File: src/logic/spc_pkg.sv
package spc_pkg;

	// ------------------------------------------------------------------
	// Register map
	// ------------------------------------------------------------------
	localparam logic [31:0] SPC_ADDR_STATUS = 32'hFFFF0A00;
	localparam logic [31:0] SPC_ADDR_RX = 32'hFFFF0A04;
	localparam logic [31:0] SPC_ADDR_TX = 32'hFFFF0A08;
	localparam logic [31:0] SPC_ADDR_DIV = 32'hFFFF0A0C;
	localparam logic [31:0] SPC_ADDR_CON = 32'hFFFF0A10;

	localparam logic [7:0] SPC_RX_RESET = 8'h00;
	localparam logic [7:0] SPC_TX_RESET = 8'h00;
	localparam logic [7:0] SPC_DIV_RESET = 8'h1B;
	localparam logic [15:0] SPC_CON_RESET = 16'h0000;
	localparam logic [15:0] SPC_CON_WMASK = 16'h1FEF;
	localparam logic [7:0] SPC_UDF_FILL = 8'h00;
	localparam logic [7:0] SPC_BYTE_ZERO = 8'h00;
	localparam logic [23:0] SPC_PAD24 = 24'h000000;
	localparam logic [15:0] SPC_PAD16 = 16'h0000;
	localparam logic [31:0] SPC_WORD_ZERO = 32'h00000000;
	localparam logic [1:0] SPC_STAT_RSV = 2'h0;

	// ------------------------------------------------------------------
	// Timing and counts
	// ------------------------------------------------------------------
	localparam logic [2:0] SPC_CNT_ZERO = 3'h0;
	localparam logic [2:0] SPC_CNT_LAST = 3'h7;
	localparam logic [1:0] SPC_STALL_ZERO = 2'h0;
	// Gap between single-byte transfers: two half periods, one bit time.
	localparam logic [1:0] SPC_STALL_LAST = 2'h1;
	localparam logic SPC_HRESP_OKAY = 1'b0;

	// ------------------------------------------------------------------
	// Field layouts
	// ------------------------------------------------------------------
	typedef struct packed {
		logic [2:0] rsv_hi;
		logic cont;
		logic loop;
		logic sout_en;
		logic cs_en;
		logic ovw;
		logic udf_zero;
		logic tx_mode;
		logic lsb_first;
		logic rsv4;
		logic cpol;
		logic cpha;
		logic master;
		logic enable;
	} spc_ctrl_s;

	typedef struct packed {
		logic [1:0] rsv;
		logic rx_ovf;
		logic rx_irq;
		logic rx_full;
		logic tx_udf;
		logic tx_irq;
		logic tx_pend;
	} spc_stat_s;

	typedef enum logic [1:0] {
		SPC_IDLE = 2'b00,
		SPC_RUN = 2'b01,
		SPC_STALL = 2'b11
	} spc_state_e;

endpackage

File: src/logic/spc_port.sv
// Added by the designer: register access over AHB-Lite.
`timescale 1ns/1ps

module spc_port
(
	input wire logic clock_i,
	input wire logic reset_i,
	input wire logic hsel_i,
	input wire logic [31:0] haddr_i,
	input wire logic [1:0] htrans_i,
	input wire logic hwrite_i,
	input wire logic [2:0] hsize_i,
	input wire logic [31:0] hwdata_i,
	input wire logic hready_i,
	output logic hreadyout_o,
	output logic hresp_o,
	output logic [31:0] hrdata_o,
	output spc_pkg::spc_stat_s status_o,
	output logic port_irq_o,
	input wire logic sclk_i,
	output logic sclk_o,
	output logic sclk_oe_o,
	input wire logic mosi_i,
	output logic mosi_o,
	output logic mosi_oe_o,
	input wire logic miso_i,
	output logic miso_o,
	output logic miso_oe_o,
	input wire logic cs_n_i,
	output logic cs_n_o,
	output logic cs_n_oe_o
);
	import spc_pkg::*;

	// ------------------------------------------------------------------
	// Register state
	// ------------------------------------------------------------------
	logic [15:0] con;
	logic [7:0] div;
	logic [7:0] rx_buf;
	logic [7:0] tx_buf;
	logic [7:0] last_tx;
	logic tx_full;
	logic tx_udf;
	logic rx_full;
	logic rx_ovf;
	logic read_req;
	spc_ctrl_s ctrl;
	spc_stat_s stat;

	assign ctrl = spc_ctrl_s'(con);

	// ------------------------------------------------------------------
	// Bus decode
	// ------------------------------------------------------------------
	logic dp_write;
	logic [31:0] dp_addr;
	logic ap_valid;
	logic ap_read;
	logic rd_rx;
	logic wr_tx;
	logic wr_div;
	logic wr_con;
	logic [31:0] rd_data;

	assign ap_valid = hsel_i & htrans_i[1] & hready_i;
	assign ap_read = ap_valid & ~hwrite_i;
	assign rd_rx = ap_read & (haddr_i == SPC_ADDR_RX);
	assign wr_tx = dp_write & (dp_addr == SPC_ADDR_TX);
	assign wr_div = dp_write & (dp_addr == SPC_ADDR_DIV);
	assign wr_con = dp_write & (dp_addr == SPC_ADDR_CON);

	// The transmit byte reads as zero; unmapped words read as zero.
	assign rd_data =
		(haddr_i == SPC_ADDR_STATUS) ? {SPC_PAD24, stat} :
		(haddr_i == SPC_ADDR_RX) ? {SPC_PAD24, rx_buf} :
		(haddr_i == SPC_ADDR_DIV) ? {SPC_PAD24, div} :
		(haddr_i == SPC_ADDR_CON) ? {SPC_PAD16, con} :
		SPC_WORD_ZERO;

	assign hreadyout_o = 1'b1;
	assign hresp_o = SPC_HRESP_OKAY;

	// ------------------------------------------------------------------
	// Status
	// ------------------------------------------------------------------
	assign stat.rsv = SPC_STAT_RSV;
	assign stat.rx_ovf = rx_ovf;
	assign stat.rx_irq = rx_full | rx_ovf;
	assign stat.rx_full = rx_full;
	assign stat.tx_udf = tx_udf;
	assign stat.tx_irq = ~tx_full | tx_udf;
	assign stat.tx_pend = tx_full;
	assign status_o = stat;
	assign port_irq_o = ctrl.enable &
		(ctrl.tx_mode ? stat.tx_irq : stat.rx_irq);

	// ------------------------------------------------------------------
	// Shift engine
	// ------------------------------------------------------------------
	spc_state_e state;
	spc_state_e next_state;
	logic half;
	logic [2:0] cnt;
	logic [1:0] stall_cnt;
	logic [7:0] tx_sh;
	logic [7:0] rx_sh;
	logic sclk_q;
	logic csn_q;
	logic tick;
	logic en_m;
	logic en_s;
	logic m_tick;
	logic m_sample;
	logic m_shift;
	logic m_end;
	logic m_start;
	logic m_next;
	logic go;
	logic s_act;
	logic s_start;
	logic sclk_edge;
	logic lead;
	logic trail;
	logic s_sample;
	logic s_shift;
	logic sample;
	logic shift;
	logic done;
	logic load;
	logic take;
	logic udf_set;
	logic rx_store;
	logic stall_end;
	logic out_bit;
	logic ser_in;
	logic [7:0] fill;
	logic [7:0] next_rx_sh;
	logic [7:0] next_tx_sh;

	assign en_m = ctrl.enable & ctrl.master;
	assign en_s = ctrl.enable & ~ctrl.master;

	spc_tick_gen u_tick
	(
		.clock_i(clock_i),
		.reset_i(reset_i),
		.restart_i(state == SPC_IDLE),
		.period_i(div),
		.tick_o(tick)
	);

	// Master: sample at the end of the first half of a bit, shift at the
	// end of the second, for either phase; only the clock shape moves.
	assign m_tick = en_m & (state == SPC_RUN) & tick;
	assign m_sample = m_tick & ~half;
	assign m_shift = m_tick & half & (cnt != SPC_CNT_ZERO);
	assign m_end = m_tick & half & (cnt == SPC_CNT_ZERO);
	assign go = ctrl.tx_mode ? tx_full : read_req;
	assign m_start = en_m & (state == SPC_IDLE) & go;
	assign m_next = m_end & ctrl.cont & tx_full;
	assign stall_end = tick & (stall_cnt == SPC_STALL_LAST);

	// Slave: edges of the external clock, framed by the select input.
	assign s_act = en_s & ~cs_n_i;
	assign s_start = en_s & csn_q & ~cs_n_i;
	assign sclk_edge = sclk_i ^ sclk_q;
	assign lead = sclk_edge & (sclk_i != ctrl.cpol);
	assign trail = sclk_edge & (sclk_i == ctrl.cpol);
	assign s_sample = s_act & (ctrl.cpha ? trail : lead);
	// The first leading edge of a byte in phase 1 must not shift, since
	// the first bit is already presented when the byte is loaded.
	assign s_shift = s_act & (ctrl.cpha ? lead : trail) &
		(cnt != SPC_CNT_ZERO);

	assign sample = m_sample | s_sample;
	assign shift = m_shift | s_shift;
	assign done = sample & (cnt == SPC_CNT_LAST);
	assign load = m_start | m_next | s_start | (done & s_act);
	assign take = load & tx_full;
	assign udf_set = load & ~tx_full;
	assign fill = tx_full ? tx_buf :
		(ctrl.udf_zero ? SPC_UDF_FILL : last_tx);

	assign out_bit = ctrl.lsb_first ? tx_sh[0] : tx_sh[7];
	assign ser_in = ctrl.loop ? out_bit :
		(ctrl.master ? miso_i : mosi_i);
	assign next_rx_sh = ctrl.lsb_first ? {ser_in, rx_sh[7:1]} :
		{rx_sh[6:0], ser_in};
	assign next_tx_sh = ctrl.lsb_first ? {1'b0, tx_sh[7:1]} :
		{tx_sh[6:0], 1'b0};
	// Overflow keeps or drops the new byte; a read in the same cycle
	// makes room, so the byte is kept then.
	assign rx_store = done & (~rx_full | rd_rx | ctrl.ovw);

	always_comb
	begin
		next_state = state;
		unique case (state)
			SPC_IDLE:
				if (m_start)
					next_state = SPC_RUN;
			SPC_RUN:
				if (m_end && !m_next)
					next_state = ctrl.cont ? SPC_IDLE : SPC_STALL;
			SPC_STALL:
				if (stall_end)
					next_state = SPC_IDLE;
		endcase
		if (!en_m)
			next_state = SPC_IDLE;
	end

	// ------------------------------------------------------------------
	// Pins
	// ------------------------------------------------------------------
	assign sclk_o = (state == SPC_RUN) ?
		(ctrl.cpol ^ (ctrl.cpha ? ~half : half)) : ctrl.cpol;
	assign sclk_oe_o = en_m;
	assign cs_n_o = (state != SPC_RUN);
	assign cs_n_oe_o = en_m & ctrl.cs_en;
	assign mosi_o = out_bit;
	assign mosi_oe_o = en_m;
	assign miso_o = out_bit;
	assign miso_oe_o = en_s & ctrl.sout_en & ~cs_n_i;

	// ------------------------------------------------------------------
	// Flip-flops
	// ------------------------------------------------------------------
	always_ff @(posedge clock_i or posedge reset_i)
	begin
		if (reset_i)
		begin
			dp_write <= 1'b0;
			dp_addr <= SPC_WORD_ZERO;
			hrdata_o <= SPC_WORD_ZERO;
		end
		else
		begin
			dp_write <= ap_valid & hwrite_i;
			if (ap_valid)
				dp_addr <= haddr_i;
			if (ap_read)
				hrdata_o <= rd_data;
		end
	end

	always_ff @(posedge clock_i or posedge reset_i)
	begin
		if (reset_i)
		begin
			con <= SPC_CON_RESET;
			div <= SPC_DIV_RESET;
			tx_buf <= SPC_TX_RESET;
		end
		else
		begin
			if (wr_con)
				con <= hwdata_i[15:0] & SPC_CON_WMASK;
			if (wr_div)
				div <= hwdata_i[7:0];
			if (wr_tx)
				tx_buf <= hwdata_i[7:0];
		end
	end

	// Every set below but that of rx_ovf wins over a clear that lands in the same cycle; a receive read blocks the overflow set.
	always_ff @(posedge clock_i or posedge reset_i)
	begin
		if (reset_i)
		begin
			tx_full <= 1'b0;
			tx_udf <= 1'b0;
			rx_full <= 1'b0;
			rx_ovf <= 1'b0;
			read_req <= 1'b0;
		end
		else
		begin
			tx_full <= (tx_full & ~take) | wr_tx;
			tx_udf <= (tx_udf & ~wr_tx) | udf_set;
			rx_full <= (rx_full & ~rd_rx) | done;
			rx_ovf <= (rx_ovf & ~rd_rx) | (done & rx_full & ~rd_rx);
			read_req <= (read_req & ~m_start) |
				(rd_rx & en_m & ~ctrl.tx_mode);
		end
	end

	always_ff @(posedge clock_i or posedge reset_i)
	begin
		if (reset_i)
		begin
			rx_buf <= SPC_RX_RESET;
			last_tx <= SPC_TX_RESET;
			tx_sh <= SPC_BYTE_ZERO;
			rx_sh <= SPC_BYTE_ZERO;
		end
		else
		begin
			if (rx_store)
				rx_buf <= next_rx_sh;
			if (take)
				last_tx <= tx_buf;
			if (load)
				tx_sh <= fill;
			else if (shift)
				tx_sh <= next_tx_sh;
			if (sample)
				rx_sh <= next_rx_sh;
		end
	end

	always_ff @(posedge clock_i or posedge reset_i)
	begin
		if (reset_i)
		begin
			state <= SPC_IDLE;
			half <= 1'b0;
			cnt <= SPC_CNT_ZERO;
			stall_cnt <= SPC_STALL_ZERO;
			sclk_q <= 1'b0;
			csn_q <= 1'b1;
		end
		else
		begin
			state <= next_state;
			sclk_q <= sclk_i;
			csn_q <= cs_n_i;
			if (m_start || m_next || !en_m)
				half <= 1'b0;
			else if (m_tick)
				half <= ~half;
			if (!(s_act || en_m) || m_start || s_start)
				cnt <= SPC_CNT_ZERO;
			else if (sample)
				cnt <= cnt + 3'h1;
			if (state != SPC_STALL)
				stall_cnt <= SPC_STALL_ZERO;
			else if (tick)
				stall_cnt <= stall_cnt + 2'h1;
		end
	end

endmodule // spc_port

File: src/logic/spc_tick_gen.sv
`timescale 1ns/1ps

module spc_tick_gen
(
	input wire logic clock_i,
	input wire logic reset_i,
	input wire logic restart_i,
	input wire logic [7:0] period_i,
	output logic tick_o
);
	import spc_pkg::*;

	logic [7:0] count;

	// A tick every period_i + 1 cycles marks one half of a serial clock.
	assign tick_o = (count == period_i);

	always_ff @(posedge clock_i or posedge reset_i)
	begin
		if (reset_i)
			count <= SPC_BYTE_ZERO;
		else if (restart_i || tick_o)
			count <= SPC_BYTE_ZERO;
		else
			count <= count + 8'h01;
	end

endmodule // spc_tick_gen

File: config.mk
export PLATFORM = sky130hd
export DESIGN_NAME = spc_port
export DESIGN_NICKNAME = d
export VERILOG_FILES = /design/src/logic/spc_pkg.sv /design/src/logic/spc_port.sv /design/src/logic/spc_tick_gen.sv
export SDC_FILE = /design/constraint.sdc
export NUM_CORES = 1
export LEC_CHECK = 0
export ABC_AREA = 0
export BUFFER_PORTS_ARGS = -buffer_cell sky130_fd_sc_hd__buf_2
export CAP_MARGIN = 25
export CORE_ASPECT_RATIO = 0.9
export CORE_MARGIN = 5
export CORE_UTILIZATION = 45
export DETAILED_ROUTE_END_ITERATION = 7
export GPL_ROUTABILITY_DRIVEN = 0
export PLACE_DENSITY_LB_ADDON = 0.2
export SYNTH_ARGS = -nofsm -noshare
export SYNTH_HDL_FRONTEND = slang
export SYNTH_HIERARCHICAL = 1
export SYNTH_SLANG_ARGS = --single-unit
File: constraint.sdc
create_clock -name clock_i -period 5.5 [get_ports clock_i]
set_clock_uncertainty 0.1 [all_clocks]
set_input_delay 0.275 -clock clock_i [delete_from_list [all_inputs] [get_ports clock_i]]
set_output_delay 0.275 -clock clock_i [all_outputs]
set_load 0.01 [all_outputs]
==> impl_metrics.ini <==
[global_route]
antenna_found_initial = 0
busiest_layer = met2
grt_pass1_vias = 4713
met3_usage_pct = 4.89
grt_pass1_wl_um = 25000
use_met1_pct = 26.4
grt-ovfl-total = 0
grtUsageTotal_pct = 19.3
met2_usage_pct = 30.2
grt_max_degree = 71

[pwr]
worst_ir_drop_vdd_v = 0.000247
swShare_pct = 25.2
comb_power_share_pct = 13.1
p_int_mw = 2.05
power_switching_mw = 0.688
power_density_mw_per_mm2 = 349
p_seq_share_pct = 43.0
leakagePower_nw = 3.56
pwr-share-clk_pct = 43.9

[floorplanning]
start_util_pct = 46.1
coreArea_sq_mm = 0.0141
die-area_sq_mm = 0.0170
fp.dieW_um = 137
io_pins = 129
rows = 41
die_y_um = 124

[routing]
vias = 4575
drt_pass1_iterations = 4
ant_nets = 0
wirelength_um = 15200
vias_per_cell = 5.33
drt-initial-drc-count = 258
drc = 0
wire_per_inst_um = 17.7

[critical_path]
path_delay_family = simple AND/OR/NAND/NOR gates
path_buf_inv = 0
cp_slowest_cell = dfstp_2
crit_path_start_kind = register
path_cells = xor2_1 > nor4_4 > and2_1 > and4b_1 > nand4_1 > a21oi_1 > o21ai_1 > mux2_2
critPathMaxFanout = 10
slowest_delay_ns = 0.57
critPathRequiredTime_ns = 5.70
crit_type = reg -> reg
critPathCaptureType = register
arrival_ns = 3.77

[logic_synthesis]
syn-instance-count = 554
muxShareOfSynthArea_pct = 19.1
synth_top_cell_by_area = dfrtp_1
synth_ff_type = dfrtp_1
synth_area_leaders = dfrtp_1 48%, mux2_2 15%, buf_4 3.3%
synth_top_cell_area_share_pct = 47.7
synth_warnings = 6
yosysMostFrequentCell = dfrtp_1
ys_seq_elements = 129
synth_seq_area_share_pct = 49.7
yosys.area_share.xor_xnor_pct = 2.29
synth-adder-area-share_pct = 0.962
avgSynthCellArea_sq_um = 11.7
synth_cell_types = 63
synth_edf_count = 0
synth_compound_area_share_pct = 10.1
async_reset_ff_share_pct = 100
synth_simple_gate_area_share_pct = 11.6
synth_top_family_by_area = multiplexers
synth_area_sq_mm = 0.00650
ys_top_cells_by_count = 124 x dfrtp_1, 87 x mux2_2, 30 x nand2_1

[min_path]
hold_class = in -> reg

[placed_design]
dp.cells = 803
dpl.hpwl_um = 11000
numPortBuffers = 82

[timing]
slew_headroom_pct = 44.0
slew_viol_final = 0
hold_viol_final = 0
tightest_slew_ns = 0.840
fmax_mhz = 280
setup_violations = 0
fin_setup_tns_ns = 0
period_share_pct = 64.9
rsz0062_at_grt = false
period_minus_slack_ns = 3.57

[final_layout]
final_cells = 858
nets = 735
drive_gt1_share_pct = 34.7
n_antenna_cell = 0
area_delta_synth_final_pct = 20.5

[clocking]
cts_tree = done
htreeDepth = 4
clock-root-buffer = clkbuf_16
cts_max_path_buffers = 2
cts_resized = 0
cts_setup_buffers = 0
numClockSinks = 129
clk_pin_slew_ns = 0.06
cts_buffers = 17
insertion_delay_ns = 0.42

[flow_run]
cap_violations = 0

[outcome]
outcome = complete, no violations
==> worst paths after layout <==
check | from | end | slack, ns | depth (start not counted)
worst min-delay path | haddr_i[13] | dp_addr[13] | 0.02 | 2
min in group asynchronous | reset_i | tx_sh[2] | 0.23 | 3
worst min register to register | hrdata_o[10] | hrdata_o[10] | 0.38 | 2
max in group asynchronous | reset_i | hrdata_o[1] | 4.33 | 4
worst max register to register | div[4] | last_tx[7] | 1.93 | 8
worst max-delay path | div[4] | last_tx[7] | 1.93 | 8
==> power groups by stage <==
| stage | logic [mW] | registers, mW | clock network [mW] |
|---|---|---|---|
| 2_1_floorplan | 0.289 | 1.15 | 0 |
| 3_3_place_gp | 0.335 | 1.18 | 0 |
| 3_5_place_dp | 0.349 | 1.19 | 0 |
| 4_1_cts | 0.364 | 1.18 | 1.22 |
| 5_1_grt | 0.403 | 1.19 | 1.26 |
| 6_report | 0.359 | 1.18 | 1.20 |
==> registers in the layout, indices dropped and copies added, names as in the netlist, 3 cells and up <==
register,cells
hrdata_o,13
div,8
con,12
tx_buf,8
rx_buf,8
last_tx,8
tx_sh,8
rx_sh,8
cnt,3
u_tick/count,8
dp_addr,32
==> stage by stage <==
stage	hold WS, ns	setup slack, ns	area, sq um	utilization [%]	power, mW
3_5_place_dp	0.129	1.93	6970	49.4	1.54
2_1_floorplan	-0.00934	1.92	6580	-	1.44
3_3_place_gp	0.166	1.98	6940	49.2	1.52
4_1_cts	0.000748	1.88	7820	55.5	2.76
5_1_grt	0.00351	1.67	7830	55.5	2.86
6_report	0.0150	1.93	7830	55.5	2.74
==> cell type report <==
type                       count  area [sq um]
clock inverter                15           205
timing repair buffer         110           698
sequential                   129          3230
inverter                      21          81.3
clock buffer                  17           425
multi-input combinational    373          2950
tap                          193           241
fill                        1191          6270
==> cells by family (layout without fill, tap and decap cells) <==
kind of cell / Yosys count / count (layout)
adder cells (fa/ha/maj): 5 / 5
other: 2 / 23
AND/OR/NAND/NOR: 127 / 127
multiplexers: 108 / 108
flip-flops: 129 / 129
AO/OA/AOI/OAI: 93 / 93
buffers and inverters: 73 / 163
XOR/XNOR: 17 / 17
==> cell usage in the layout (no fill, tap or decap), drive strengths merged, types with 11 or more instances in the layout <==
cell and instances:
dlygate4sd3 23, nand2 30, xor2 12, inv 25
mux2 97, conb 23, o21ai 25, buf 87
clkbuf 17, dfrtp 124, nor2 21, mux2i 11
==> what timing repair did <==
action / in CTS / in global routing
hold buffers: 22 / 1
endpoints found under the hold margin: 42 / 1
setup endpoints to repair: 0 / 0
==> per-layer routing <==
metal | share of wire, % | wire (um)
met4 | 1.2 | 176
met5 | 0 | 0
met2 | 47 | 7100
met1 | 47 | 7200
met3 | 4.6 | 705
(Power assumes the default switching activity.)
